<file path="src/core/i2sap_regs.svh">
// Register addresses, field positions, reset values and clock figures
`ifndef I2SAP_REGS_SVH
`define I2SAP_REGS_SVH

// Register addresses on the APB (full byte addresses)
`define I2SAP_CTRL_ADDR    32'h4401_E000
`define I2SAP_CLKDIV_ADDR  32'h4401_E004
`define I2SAP_FRAC_ADDR    32'h4401_E008
`define I2SAP_SER_ADDR     32'h4401_E00C
`define I2SAP_EVT_ADDR     32'h4401_E010
`define I2SAP_EVTEN_ADDR   32'h4401_E014
`define I2SAP_STAT_ADDR    32'h4401_E018
`define I2SAP_DATA0_ADDR   32'h4401_E020
`define I2SAP_DATA1_ADDR   32'h4401_E024
`define I2SAP_DMA_TX_ADDR  32'h4401_E200
`define I2SAP_DMA_RX_ADDR  32'h4401_E280

// Source and default module clock, kHz
`define I2SAP_SRC_KHZ      240000
`define I2SAP_MOD_KHZ      24000

// Fractional ratio in 10.8 fixed point; 18'h3FFFF is 1023.99
`define I2SAP_FRAC_ONE     19'h00100
`define I2SAP_FRAC_RST     18'((`I2SAP_SRC_KHZ / `I2SAP_MOD_KHZ) * 256)

// Bit clock dividers: [4:0] first stage, [12:8] second stage
`define I2SAP_CLKDIV_RST   16'h0400

// Event bits
`define I2SAP_EVT_XDATA    0
`define I2SAP_EVT_XUNDRN   1
`define I2SAP_EVT_RDATA    2
`define I2SAP_EVT_ROVRN    3

// Serializer field stride and idle drive codes
`define I2SAP_SER_STRIDE   8
`define I2SAP_IDLE_LOW     2'h2
`define I2SAP_IDLE_HIGH    2'h3

// Last bit index of a slot
`define I2SAP_LAST16       5'h0F
`define I2SAP_LAST24       5'h17

`endif

</file>
<file path="src/core/i2sap_pkg.sv">
// Types shared by the audio serial port
package i2sap_pkg;

    typedef enum logic [1:0] {
        ROLE_OFF                    = 2'h0,
        SERIALIZER_TRANSMITTER_ROLE = 2'h1,
        SERIALIZER_RECEIVER_ROLE    = 2'h2
    } i2sap_role_t;

    typedef enum logic [1:0] {
        ST_IDLE = 2'b01,
        ST_RUN  = 2'b10
    } i2sap_state_t;

    typedef struct packed {
        logic [21:0] rsv;
        logic        fs_pulse;
        logic        pad_one;
        logic        right_align;
        logic        lsb_first;
        logic        fs_pol;
        logic        bclk_pol;
        logic        slot24;
        logic        port_dma;
        logic        rx_en;
        logic        tx_en;
    } i2sap_ctrl_t;

    typedef struct packed {
        logic [1:0]  idle;
        i2sap_role_t role;
    } i2sap_ser_t;

endpackage

</file>
<file path="src/core/i2sap_port.sv">
// Master-mode two-slot audio serial port with APB registers
`timescale 1ns/100ps
`include "i2sap_regs.svh"

module i2sap_port
    import i2sap_pkg::*;
(
    input  wire logic        pclk,
    input  wire logic        presetn,
    input  wire logic        psel,
    input  wire logic        penable,
    input  wire logic        pwrite,
    input  wire logic [31:0] paddr,
    input  wire logic [31:0] pwdata,
    output logic      [31:0] prdata,
    output logic             pready,
    output logic             pslverr,
    output logic             bclk_out,
    output logic             ws_out,
    input  wire logic [1:0]  ser_in,
    output logic      [1:0]  ser_out,
    output logic      [1:0]  ser_oe,
    output logic             irq
);

    localparam int NSER = 2;

    i2sap_ctrl_t            ctrl_r;
    logic [15:0]            clkdiv_r;
    logic [17:0]            frac_r;
    i2sap_ser_t [NSER-1:0]  ser_r;
    logic [3:0]             evt_r;
    logic [3:0]             evten_r;
    logic [31:0]            txbuf_r [NSER];
    logic [31:0]            rxbuf_r [NSER];
    logic [NSER-1:0]        txv_r;
    logic [NSER-1:0]        rxv_r;
    logic                   txrr_r;
    logic                   rxrr_r;
    i2sap_state_t           state_r;
    logic [18:0]            acc_r;
    logic [4:0]             diva_r;
    logic [7:0]             divb_r;
    logic                   bclk_r;
    logic [4:0]             bit_cnt_r;
    logic                   slot_r;
    logic                   seen_r;
    logic [23:0]            txsh_r [NSER];
    logic [23:0]            rxsh_r [NSER];
    logic [NSER-1:0]        in_s1_r;
    logic [NSER-1:0]        in_s2_r;
    logic [31:0]            rd_nxt;
    logic                   err_nxt;
    logic                   run;
    logic                   mtick;
    logic                   tick_a;
    logic                   half;
    logic                   launch;
    logic                   capture;
    logic                   slot_start;
    logic [4:0]             last_bit;
    logic                   ws_lvl;
    logic                   wr;
    logic                   rd;
    logic                   tx_sel;
    logic                   rx_sel;
    logic                   dma_wr;
    logic                   dma_rd;
    logic [NSER-1:0]        tx_act;
    logic [NSER-1:0]        rx_act;
    logic [NSER-1:0]        tx_load;
    logic [NSER-1:0]        rx_pop;
    logic [NSER-1:0]        tx_take;
    logic [NSER-1:0]        rx_store;
    logic [NSER-1:0]        dout_nxt;
    logic [NSER-1:0]        oe_nxt;

    // Bit reversal of a 16-bit sample
    function automatic logic [15:0] rev16(input logic [15:0] d);
        logic [15:0] r;
        r = 16'h0000;
        for (int k = 0; k < 16; k++) begin
            r[k] = d[15-k];
        end
        return r;
    endfunction

    // Place a sample in the slot, MSB of the slot at bit 23
    function automatic logic [23:0] fmt_tx(input logic [31:0] w, input i2sap_ctrl_t c);
        logic [15:0] d;
        logic [7:0]  pad;
        d   = c.lsb_first ? rev16(w[15:0]) : w[15:0];
        pad = {8{c.pad_one}};
        if (!c.slot24) begin
            return {d, 8'h00};
        end
        return c.right_align ? {pad, d} : {d, pad};
    endfunction

    // Recover a sample from the received slot bits
    function automatic logic [31:0] fmt_rx(input logic [23:0] s, input i2sap_ctrl_t c);
        logic [15:0] d;
        d = (c.slot24 && !c.right_align) ? s[23:8] : s[15:0];
        return {16'h0000, c.lsb_first ? rev16(d) : d};
    endfunction

    // Next serializer of a role, starting from the pointer
    function automatic logic pick(input logic p, input i2sap_ser_t [1:0] s,
                                  input i2sap_role_t want);
        return (s[p].role == want) ? p : ~p;
    endfunction

    ////////////////////////////////////////////////////////////////////////////////
    // APB slave

    assign wr     = psel & penable & pwrite;
    assign rd     = psel & penable & ~pwrite;
    assign pready = 1'b1;
    assign tx_sel = pick(txrr_r, ser_r, SERIALIZER_TRANSMITTER_ROLE);
    assign rx_sel = pick(rxrr_r, ser_r, SERIALIZER_RECEIVER_ROLE);

    // Read mux, sampled in the setup phase
    always_comb begin
        rd_nxt  = 32'h0000_0000;
        err_nxt = 1'b0;
        case (paddr)
            `I2SAP_CTRL_ADDR:   rd_nxt = ctrl_r;
            `I2SAP_CLKDIV_ADDR: rd_nxt = {16'h0000, clkdiv_r};
            `I2SAP_FRAC_ADDR:   rd_nxt = {14'h0000, frac_r};
            `I2SAP_SER_ADDR:    rd_nxt = {20'h00000, ser_r[1], 4'h0, ser_r[0]};
            `I2SAP_EVT_ADDR:    rd_nxt = {28'h0000000, evt_r};
            `I2SAP_EVTEN_ADDR:  rd_nxt = {28'h0000000, evten_r};
            `I2SAP_STAT_ADDR:   rd_nxt = {23'h000000, run, 2'h0, rxv_r, 2'h0, txv_r};
            `I2SAP_DATA0_ADDR:  rd_nxt = ctrl_r.port_dma ? 32'h0000_0000 : rxbuf_r[0];
            `I2SAP_DATA1_ADDR:  rd_nxt = ctrl_r.port_dma ? 32'h0000_0000 : rxbuf_r[1];
            `I2SAP_DMA_TX_ADDR: rd_nxt = 32'h0000_0000;
            `I2SAP_DMA_RX_ADDR: rd_nxt = ctrl_r.port_dma ? rxbuf_r[rx_sel] : 32'h0000_0000;
            default:            err_nxt = 1'b1;
        endcase
    end

    // Answer registered so that the access phase sees stable data
    always_ff @(posedge pclk or negedge presetn) begin
        if (!presetn) begin
            prdata  <= 32'h0000_0000;
            pslverr <= 1'b0;
        end else if (psel && !penable) begin
            prdata  <= pwrite ? 32'h0000_0000 : rd_nxt;
            pslverr <= err_nxt;
        end
    end

    // Configuration registers; presetn is the module reset
    always_ff @(posedge pclk or negedge presetn) begin
        if (!presetn) begin
            ctrl_r   <= i2sap_ctrl_t'(32'h0000_0000);
            clkdiv_r <= `I2SAP_CLKDIV_RST;
            frac_r   <= `I2SAP_FRAC_RST;
            ser_r    <= '{default: i2sap_ser_t'(4'h0)};
            evten_r  <= 4'h0;
        end else if (wr) begin
            case (paddr)
                `I2SAP_CTRL_ADDR:   ctrl_r   <= i2sap_ctrl_t'({22'h000000, pwdata[9:0]});
                `I2SAP_CLKDIV_ADDR: clkdiv_r <= {3'h0, pwdata[12:8], 3'h0, pwdata[4:0]} & 16'hFF1F;
                `I2SAP_FRAC_ADDR:   frac_r   <= pwdata[17:0];
                `I2SAP_EVTEN_ADDR:  evten_r  <= pwdata[3:0];
                `I2SAP_SER_ADDR: begin
                    for (int i = 0; i < NSER; i++) begin
                        ser_r[i] <= i2sap_ser_t'(pwdata[`I2SAP_SER_STRIDE*i +: 4]);
                    end
                end
                default: ;
            endcase
        end
    end

    ////////////////////////////////////////////////////////////////////////////////
    // Data paths

    assign dma_wr = wr && ctrl_r.port_dma && paddr == `I2SAP_DMA_TX_ADDR
                    && ser_r[tx_sel].role == SERIALIZER_TRANSMITTER_ROLE && !txv_r[tx_sel];
    assign dma_rd = rd && ctrl_r.port_dma && paddr == `I2SAP_DMA_RX_ADDR && rxv_r[rx_sel];

    // Path select: the other path's data registers are inert
    always_comb begin
        for (int i = 0; i < NSER; i++) begin
            tx_load[i] = (dma_wr && tx_sel == 1'(i))
                       || (wr && !ctrl_r.port_dma && !txv_r[i]
                           && ser_r[i].role == SERIALIZER_TRANSMITTER_ROLE
                           && paddr == (i == 0 ? `I2SAP_DATA0_ADDR : `I2SAP_DATA1_ADDR));
            rx_pop[i]  = (dma_rd && rx_sel == 1'(i))
                       || (rd && !ctrl_r.port_dma && rxv_r[i]
                           && paddr == (i == 0 ? `I2SAP_DATA0_ADDR : `I2SAP_DATA1_ADDR));
            tx_act[i]   = run && ctrl_r.tx_en && ser_r[i].role == SERIALIZER_TRANSMITTER_ROLE;
            rx_act[i]   = run && ctrl_r.rx_en && ser_r[i].role == SERIALIZER_RECEIVER_ROLE;
            tx_take[i]  = slot_start && tx_act[i] && txv_r[i];
            rx_store[i] = slot_start && rx_act[i] && seen_r;
        end
    end

    // Round-robin pointers advance past the serializer served
    always_ff @(posedge pclk or negedge presetn) begin
        if (!presetn) begin
            txrr_r <= 1'b0;
            rxrr_r <= 1'b0;
        end else begin
            if (dma_wr) txrr_r <= ~tx_sel;
            if (dma_rd) rxrr_r <= ~rx_sel;
        end
    end

    // Word buffers; a store wins over a pop in the same cycle
    always_ff @(posedge pclk or negedge presetn) begin
        if (!presetn) begin
            txv_r <= '0;
            rxv_r <= '0;
            for (int i = 0; i < NSER; i++) begin
                txbuf_r[i] <= 32'h0000_0000;
                rxbuf_r[i] <= 32'h0000_0000;
            end
        end else begin
            for (int i = 0; i < NSER; i++) begin
                if (tx_load[i]) begin
                    txbuf_r[i] <= pwdata;
                    txv_r[i]   <= 1'b1;
                end else if (tx_take[i]) begin
                    txv_r[i]   <= 1'b0;
                end
                if (rx_store[i]) begin
                    rxbuf_r[i] <= fmt_rx(rxsh_r[i], ctrl_r);
                    rxv_r[i]   <= 1'b1;
                end else if (rx_pop[i]) begin
                    rxv_r[i]   <= 1'b0;
                end
            end
        end
    end

    // Sticky events, cleared by writing ones; a new event wins
    always_ff @(posedge pclk or negedge presetn) begin
        if (!presetn) begin
            evt_r <= 4'h0;
            irq   <= 1'b0;
        end else begin
            evt_r <= (evt_r & ~((wr && paddr == `I2SAP_EVT_ADDR) ? pwdata[3:0] : 4'h0))
                   | {|(rx_store & rxv_r & ~rx_pop), |rx_store,
                      |(tx_act & ~txv_r & {NSER{slot_start}}), |tx_take};
            irq   <= |(evt_r & evten_r);
        end
    end

    ////////////////////////////////////////////////////////////////////////////////
    // Clock generation

    assign run = state_r == ST_RUN;

    always_ff @(posedge pclk or negedge presetn) begin
        if (!presetn) begin
            state_r <= ST_IDLE;
        end else begin
            case (state_r)
                ST_IDLE: if (ctrl_r.tx_en || ctrl_r.rx_en) state_r <= ST_RUN;
                ST_RUN:  if (!ctrl_r.tx_en && !ctrl_r.rx_en) state_r <= ST_IDLE;
                default: state_r <= ST_IDLE;
            endcase
        end
    end

    // Fractional divider: pclk stands in for the source clock
    assign mtick = run && ({1'b0, frac_r} <= `I2SAP_FRAC_ONE
                           || acc_r + `I2SAP_FRAC_ONE >= {1'b0, frac_r});
    assign tick_a   = mtick && diva_r == clkdiv_r[4:0];
    assign half     = tick_a && divb_r == clkdiv_r[15:8];
    assign launch   = half && bclk_r;
    assign capture  = half && !bclk_r;
    assign last_bit = ctrl_r.slot24 ? `I2SAP_LAST24 : `I2SAP_LAST16;
    assign slot_start = launch && bit_cnt_r >= last_bit;

    always_ff @(posedge pclk or negedge presetn) begin
        if (!presetn) begin
            acc_r <= 19'h00000;
        end else if (!run || {1'b0, frac_r} <= `I2SAP_FRAC_ONE) begin
            acc_r <= 19'h00000;
        end else if (mtick) begin
            acc_r <= acc_r + `I2SAP_FRAC_ONE - {1'b0, frac_r};
        end else begin
            acc_r <= acc_r + `I2SAP_FRAC_ONE;
        end
    end

    // Two cascaded stages; each bit clock phase is one second-stage wrap
    always_ff @(posedge pclk or negedge presetn) begin
        if (!presetn) begin
            diva_r <= 5'h00;
            divb_r <= 8'h00;
            bclk_r <= 1'b0;
        end else if (!run) begin
            diva_r <= 5'h00;
            divb_r <= 8'h00;
            bclk_r <= 1'b0;
        end else if (mtick) begin
            diva_r <= tick_a ? 5'h00 : diva_r + 5'h01;
            if (tick_a) divb_r <= half ? 8'h00 : divb_r + 8'h01;
            if (half) bclk_r <= ~bclk_r;
        end
    end

    // Slot counter; two slots per frame, never stalls for data
    always_ff @(posedge pclk or negedge presetn) begin
        if (!presetn) begin
            bit_cnt_r <= `I2SAP_LAST16;
            slot_r    <= 1'b1;
            seen_r    <= 1'b0;
        end else if (!run) begin
            bit_cnt_r <= last_bit;
            slot_r    <= 1'b1;
            seen_r    <= 1'b0;
        end else if (launch) begin
            bit_cnt_r <= slot_start ? 5'h00 : bit_cnt_r + 5'h01;
            if (slot_start) slot_r <= ~slot_r;
            if (slot_start) seen_r <= 1'b1;
        end
    end

    // Word select leads the slot by one bit; pulse mode marks the left slot
    assign ws_lvl = ctrl_r.fs_pulse ? (bit_cnt_r >= last_bit && slot_r)
                                    : (bit_cnt_r >= last_bit ? ~slot_r : slot_r);

    ////////////////////////////////////////////////////////////////////////////////
    // Serializers

    // Pin synchroniser; only the second stage is read
    always_ff @(posedge pclk or negedge presetn) begin
        if (!presetn) begin
            in_s1_r <= '0;
            in_s2_r <= '0;
        end else begin
            in_s1_r <= ser_in;
            in_s2_r <= in_s1_r;
        end
    end

    // Shift registers move on the port's own bit clock phases
    always_ff @(posedge pclk or negedge presetn) begin
        if (!presetn) begin
            for (int i = 0; i < NSER; i++) begin
                txsh_r[i] <= 24'h000000;
                rxsh_r[i] <= 24'h000000;
            end
        end else begin
            for (int i = 0; i < NSER; i++) begin
                if (slot_start && tx_act[i]) begin
                    txsh_r[i] <= fmt_tx(txv_r[i] ? txbuf_r[i] : 32'h0000_0000, ctrl_r);
                end else if (launch) begin
                    txsh_r[i] <= {txsh_r[i][22:0], 1'b0};
                end
                if (capture && rx_act[i]) begin
                    rxsh_r[i] <= {rxsh_r[i][22:0], in_s2_r[i]};
                end
            end
        end
    end

    // Data line drive: active bit, or the programmed idle level
    always_comb begin
        for (int i = 0; i < NSER; i++) begin
            dout_nxt[i] = 1'b0;
            oe_nxt[i]   = 1'b0;
            if (tx_act[i]) begin
                dout_nxt[i] = txsh_r[i][23];
                oe_nxt[i]   = 1'b1;
            end else if (ser_r[i].role != SERIALIZER_RECEIVER_ROLE) begin
                dout_nxt[i] = ser_r[i].idle == `I2SAP_IDLE_HIGH;
                oe_nxt[i]   = ser_r[i].idle[1];
            end
        end
    end

    // Pins from flops so they cannot glitch
    always_ff @(posedge pclk or negedge presetn) begin
        if (!presetn) begin
            bclk_out <= 1'b0;
            ws_out   <= 1'b0;
            ser_out  <= '0;
            ser_oe   <= '0;
        end else begin
            bclk_out <= (run && bclk_r) ^ ctrl_r.bclk_pol; // parks at once when stopped
            ws_out   <= (run && ws_lvl) ^ ctrl_r.fs_pol;
            ser_out  <= dout_nxt;
            ser_oe   <= oe_nxt;
        end
    end
endmodule

</file>
<file path="config.mk">
export PLATFORM = sky130hd
export DESIGN_NAME = i2sap_port
export DESIGN_NICKNAME = d
export VERILOG_FILES = /design/src/core/i2sap_pkg.sv /design/src/core/i2sap_port.sv
export VERILOG_INCLUDE_DIRS = /design/src /design/src/core
export SDC_FILE = /design/constraint.sdc
export NUM_CORES = 1
export LEC_CHECK = 0
export ABC_AREA = 0
export BUFFER_PORTS_ARGS = -buffer_cell sky130_fd_sc_hd__buf_2
export CAP_MARGIN = 10
export CORE_UTILIZATION = 45
export DETAILED_ROUTE_END_ITERATION = 10
export PLACE_DENSITY = 0.65
export SLEW_MARGIN = 10
export SYNTH_ARGS = -nofsm -noshare
export SYNTH_HDL_FRONTEND = slang
export SYNTH_SLANG_ARGS = --single-unit
</file>
<file path="constraint.sdc">
create_clock -name pclk -period 3.5 [get_ports pclk]
set_input_delay 0 -clock pclk [delete_from_list [all_inputs] [get_ports pclk]]
set_output_delay 0 -clock pclk [all_outputs]
set_load 0.01 [all_outputs]
</file>
Yosys cells after proc, flatten, opt, wreduce, memory -nomap -nowiden
Cells that the tools add are included.
Word-level totals
  memories: 0
  memory bits (writable): 0
  word-level logic and storage cells: 294
  ROM bits: 0
  latch bits: 0
  flip-flop bits (word level): 306
Cells by class
  reduce and logical (&&, ||, !) cells: 90
  bitwise gates (word level): 23
  mux-type cells: 86
  add/sub/neg operators: 5
  $lt $le $gt $ge: 8
  div/mod/pow operators: 0
  shift operators: 0
  multipliers: 0
  eq/ne operators: 33
Operators by type and width (count)
  equality test 32 x 31 -> 1 bit (second input constant): 11
  case mux 32 bit (10 select lines): 1
  two-way mux 24 bit: 10
  two-way mux 16 bit: 11
  two-way mux 32 bit: 4
  logical AND 1 bit: 52
  two-way mux 19 bit: 2
  two-way mux 1 bit: 37
  two-way mux 5 bit: 7
  two-way mux 8 bit: 4
  adder 19 x 9 -> 19 bit (second input constant): 1
  >= comparator 19 x 18 -> 1 bit: 1
  subtractor 19 x 18 -> 19 bit: 1
  less-or-equal comparator 18 x 9 -> 1 bit (second input constant): 1
  AND reduction 2 bit: 9
  two-way mux 2 bit: 8
  equality test 2 bit (second input constant): 6
  inequality test 2 x 1 -> 1 bit (second input constant): 6
  nonzero test 2 bit: 6
  OR reduction 11 bit: 1
  adder 5 x 1 -> 5 bit (second input constant): 2
  equality test 2 x 1 -> 1 bit (second input constant): 5
  zero test 1 bit: 10
  adder 8 x 1 -> 8 bit (second input constant): 1
  20 further kinds: 48

Longest topological paths before layout
  depth in word-level cells: 14
  gate-level depth with buffers: 16
  mapped depth without buffers: 13

Worst setup path before layout
Ideal clock, no wire load.
  path kind: reg-to-reg
  start: register acc_r[8]
  end: register rxsh_r[10] (netlist name)
  data required time: 3375 ps
  slack: -293 ps
  period minus slack after synthesis: 3793 ps
  cell stages (with the launch flop): 16
  path buffers: 2
  arrival: 3668 ps
  path through: dfrtp_1 -> ha_1 -> nand3_1 -> or2_2 -> nor2_1 -> xor2_1 -> ha_1 -> nand3_1 -> or4_1 -> a31o_1 -> o211a_1 -> buf_6 -> nor4_4 -> nand4_4 -> buf_6 -> mux2_4
Between the ends
  longest elaborated chain between the ends: 8
Ends and longest elaborated chain
  from (decl): line i2sap_port.sv:41  | logic [18:0] acc_r;
  from (signal assigned): line i2sap_port.sv:285  | acc_r <= acc_r + `I2SAP_FRAC_ONE - {1'b0, frac_r};
  from (signal assigned): line i2sap_port.sv:287  | acc_r <= acc_r + `I2SAP_FRAC_ONE;
  adder 19 x 9 -> 19 bit (no line)
  >= comparator 19 x 18 -> 1 bit: line i2sap_port.sv:271  | || acc_r + `I2SAP_FRAC_ONE >= {1'b0, frac_r});
  logical OR 1 bit: line i2sap_port.sv:270  | assign mtick = run && ({1'b0, frac_r} <= `I2SAP_FRAC_ONE
  logical AND 1 bit: line i2sap_port.sv:270
  logical AND 1 bit: line i2sap_port.sv:272  | assign tick_a = mtick && diva_r == clkdiv_r[4:0];
  logical AND 1 bit: line i2sap_port.sv:273  | assign half = tick_a && divb_r == clkdiv_r[15:8];
  logical AND 1 bit: line i2sap_port.sv:275  | assign capture = half && !bclk_r;
  logical AND 1 bit: line i2sap_port.sv:357  | if (capture && rx_act[i]) begin
  to (signal, indexed assignment): line i2sap_port.sv:358  | rxsh_r[i] <= {rxsh_r[i][22:0], in_s2_r[i]};
  to (decl): line i2sap_port.sv:49  | logic [23:0] rxsh_r [NSER];
No other way between the ends.
A chain may end at the register's enable or synchronous reset.

Final worst setup path
  start: register acc_r[8]
  end: register rxsh_r[29] (netlist name)
Same word-level chain as after synthesis.

==> impl_metrics.tcl <==
set metrics [dict create \
    status "complete, but fails checks" \
    violations "negative setup slack" \
    grt_pass1_vias 12500 \
    postSynth.asyncResetShare_pct 100 \
    worstMarginPinSlew_ps 1020 \
    critPathLaunchType "flip-flop" \
    clock-skew-final_ps 21.2 \
    wire_per_inst_um 22.5 \
    root_buffer "clkbuf_16" \
    row_count 69 \
    rsz0062_at_grt "yes" \
    worstHoldStart "psel" \
    antenna_cells 0 \
    slew_headroom_pct 32.1 \
    powerDensity_mw_per_mm2 354 \
    drive_gt1_share_pct 32.4 \
    drv_slew 0 \
    path_clk_slew_ps 70 \
    synth.distinct_cells 81 \
    grt.overflow.total 0 \
    io_pins 112 \
    reg2reg_depth 15 \
    clock_latency_ps 580 \
    layout_common_cells "282 x dfrtp_1, 118 x nand2_1, 96 x o21ai_0" \
    h-tree-depth 1 \
    utilization_pct 55.7 \
    synth_top_area_cell "dfrtp_1" \
    grt_pass1_wl_mm 72.2 \
    finalCriticalPeriod_ps 3570 \
    dieHeight_um 194 \
    synth_top_area_share_pct 42.9 \
    cts_tree "done" \
    globalplace.congestion 0.888 \
    power.total_uw 7060 \
    ys_seq_elements 292 \
    core-area_mm2 0.0358 \
    timing.final.ws_setup_ps -69.6 \
    cp-end-kind "flip-flop" \
    cp.required_ps 3960 \
    dieArea_mm2 0.0375 \
    cts_buffer_depth 3 \
    start_util_pct 46.1 \
    detail-route-antenna-nets 0 \
    area.growth.synth_to_final_pct 20.8 \
    synth_edf_count 0 \
    yosys_warnings 0 \
    dpl.cell_count 1973 \
    fmax_mhz 280 \
    final_common_cell "dfrtp_1" \
    hold_viol 0 \
    arrival_ps 4030 \
    setup_viol 56 \
    drtIter0Drc 988 \
    grtUsageTotal_pct 24.4 \
    grt_start_max_net_pins 116 \
    final_cells 2098 \
    avgViaCountPerCell 6.02 \
    max-cap-violations 0 \
    crit-reg2reg-launch "acc_r[8]" \
    num_vias 12600 \
    ys_seq_area_share_pct 44.3 \
    synthTopCellsByArea "dfrtp_1 43%, mux2_4 6.7%, mux4_2 6.3%" \
    worstPathMaxFanout 6 \
    worstSetupPathType "reg -> reg" \
    synthFlopType "dfrtp_1" \
    cts_buffers 31 \
    antenna_found_initial 1 \
    ir_drop_mv 0.419 \
    dp_hpwl_mm 32.6 \
    p_leak_uw 0.00931 \
    routed_wl_mm 47.1 \
    numClockSinks 292 \
    hp-class "in -> reg" \
    io_buffers 82 \
    die-width_um 194 \
    synth_area_mm2 0.0165 \
    whs_path_depth 5 \
    drc 0 \
    critPathLaunch "acc_r[8]" \
    drt_first_pass_iters 7 \
    postSynthCellCount 1432 \
    final_net_count 1709 \
    synth.avg_cell_area_um2 11.5 \
    min_period_over_period_pct 102 \
]
## registers in the layout (all words and copies together), names as in the netlist, 2 cells and up
signal,cells
acc_r,19
bit_cnt_r,5
clkdiv_r,10
ctrl_r,10
diva_r,5
divb_r,8
evt_r,4
evten_r,4
frac_r,18
in_s1_r,2
in_s2_r,2
prdata,18
rxbuf_r,32
rxsh_r,48
rxv_r,2
ser_oe,2
ser_out,2
ser_r,8
state_r,2
txbuf_r,32
txsh_r,48
txv_r,2
## logic make-up after synthesis
logic type | count (synthesis) | share of synthesized area [%]
simple gates | 336 | 11.1
mux | 258 | 22.0
other cells | 2 | 0.0455
fa+ha+maj | 26 | 2.01
buf+inv | 133 | 3.92
flops | 292 | 44.3
xor+xnor | 39 | 2.07
compound gates | 346 | 14.5
## Yosys cell counts (20+ instances only)
library cell,instances
dfrtp_1,283
nand2_1,119
o21ai_0,114
mux2_2,90
mux2_4,74
nor2_1,50
mux2i_1,48
mux4_2,46
clkbuf_1,43
a21o_1,42
inv_1,42
a22o_1,34
a21oi_1,30
nand3_1,30
ha_1,25
xor2_1,22
a22oi_1,20
## through the flow
step           area [um^2]  setup slack [ps]  TNS [ps]  hold slack, ps
6_report             20000             -69.6     -2050            31.3
5_1_grt              20000              -234    -18760            55.1
4_1_cts              19500              -130     -4520            5.98
3_5_place_dp         17800              -341    -37700             110
3_3_place_gp         17800              -185    -15940             112
2_1_floorplan        16600             -30.2      -826            -296
## power breakdown
group,switching (uW),total [uW],internal (uW)
Sequential,2.04,3380,3380
Clock,1390,3480,2100
Combinational,141,198,57.7
## metal layers
metal	GRT usage (%)	share of wire [%]	vias to the layer above
li1	-	-	5714
met1	33.5	43	6380
met2	38.9	47	420
met3	3.35	5.6	110
met4	10.3	4.4	2
met5	0	0.028	-
## area by class of cell
class,instances,area (um^2)
clock buffers,49,963
clock inverters,9,126
fillers,2985,15900
inverters,42,158
multi-input cells,1020,8840
flip-flops and latches,292,7320
well taps,461,577
repair buffers,225,1970
## repair_timing
item,CTS,global route
hold buffers,25,0
resized for setup,19,55
cloned,5,12
setup endpoints to repair,161,172
hold endpoints to repair,197,0
pin swaps,12,30
buffers inserted,18,13
## worst max-delay path, stage by stage (launching register included)
cell     delay, ps
dfrtp_1        360
ha_2           190
nand3_2         90
or2_4          280
xnor2_4        150
ha_4           280
nand4_1        100
or4_4          520
a31o_1         230
o211a_4        190
nor4_4         160
buf_6          180
nand4_4        130
buf_6          180
buf_16         130
mux2_4         290
## final timing paths
| check | end | slack (ps) |
|---|---|---|
| hold / removal | prdata[9] | 30 |
| hold reg to reg | in_s2_r[1] | 360 |
| setup reg to reg | rxsh_r[29] | -70 |
| min in group asynchronous | txsh_r[19] | 100 |
| setup / recovery | rxsh_r[29] | -70 |
| max in group asynchronous | acc_r[14] | 2420 |
Power figures use the tool's default switching activity.
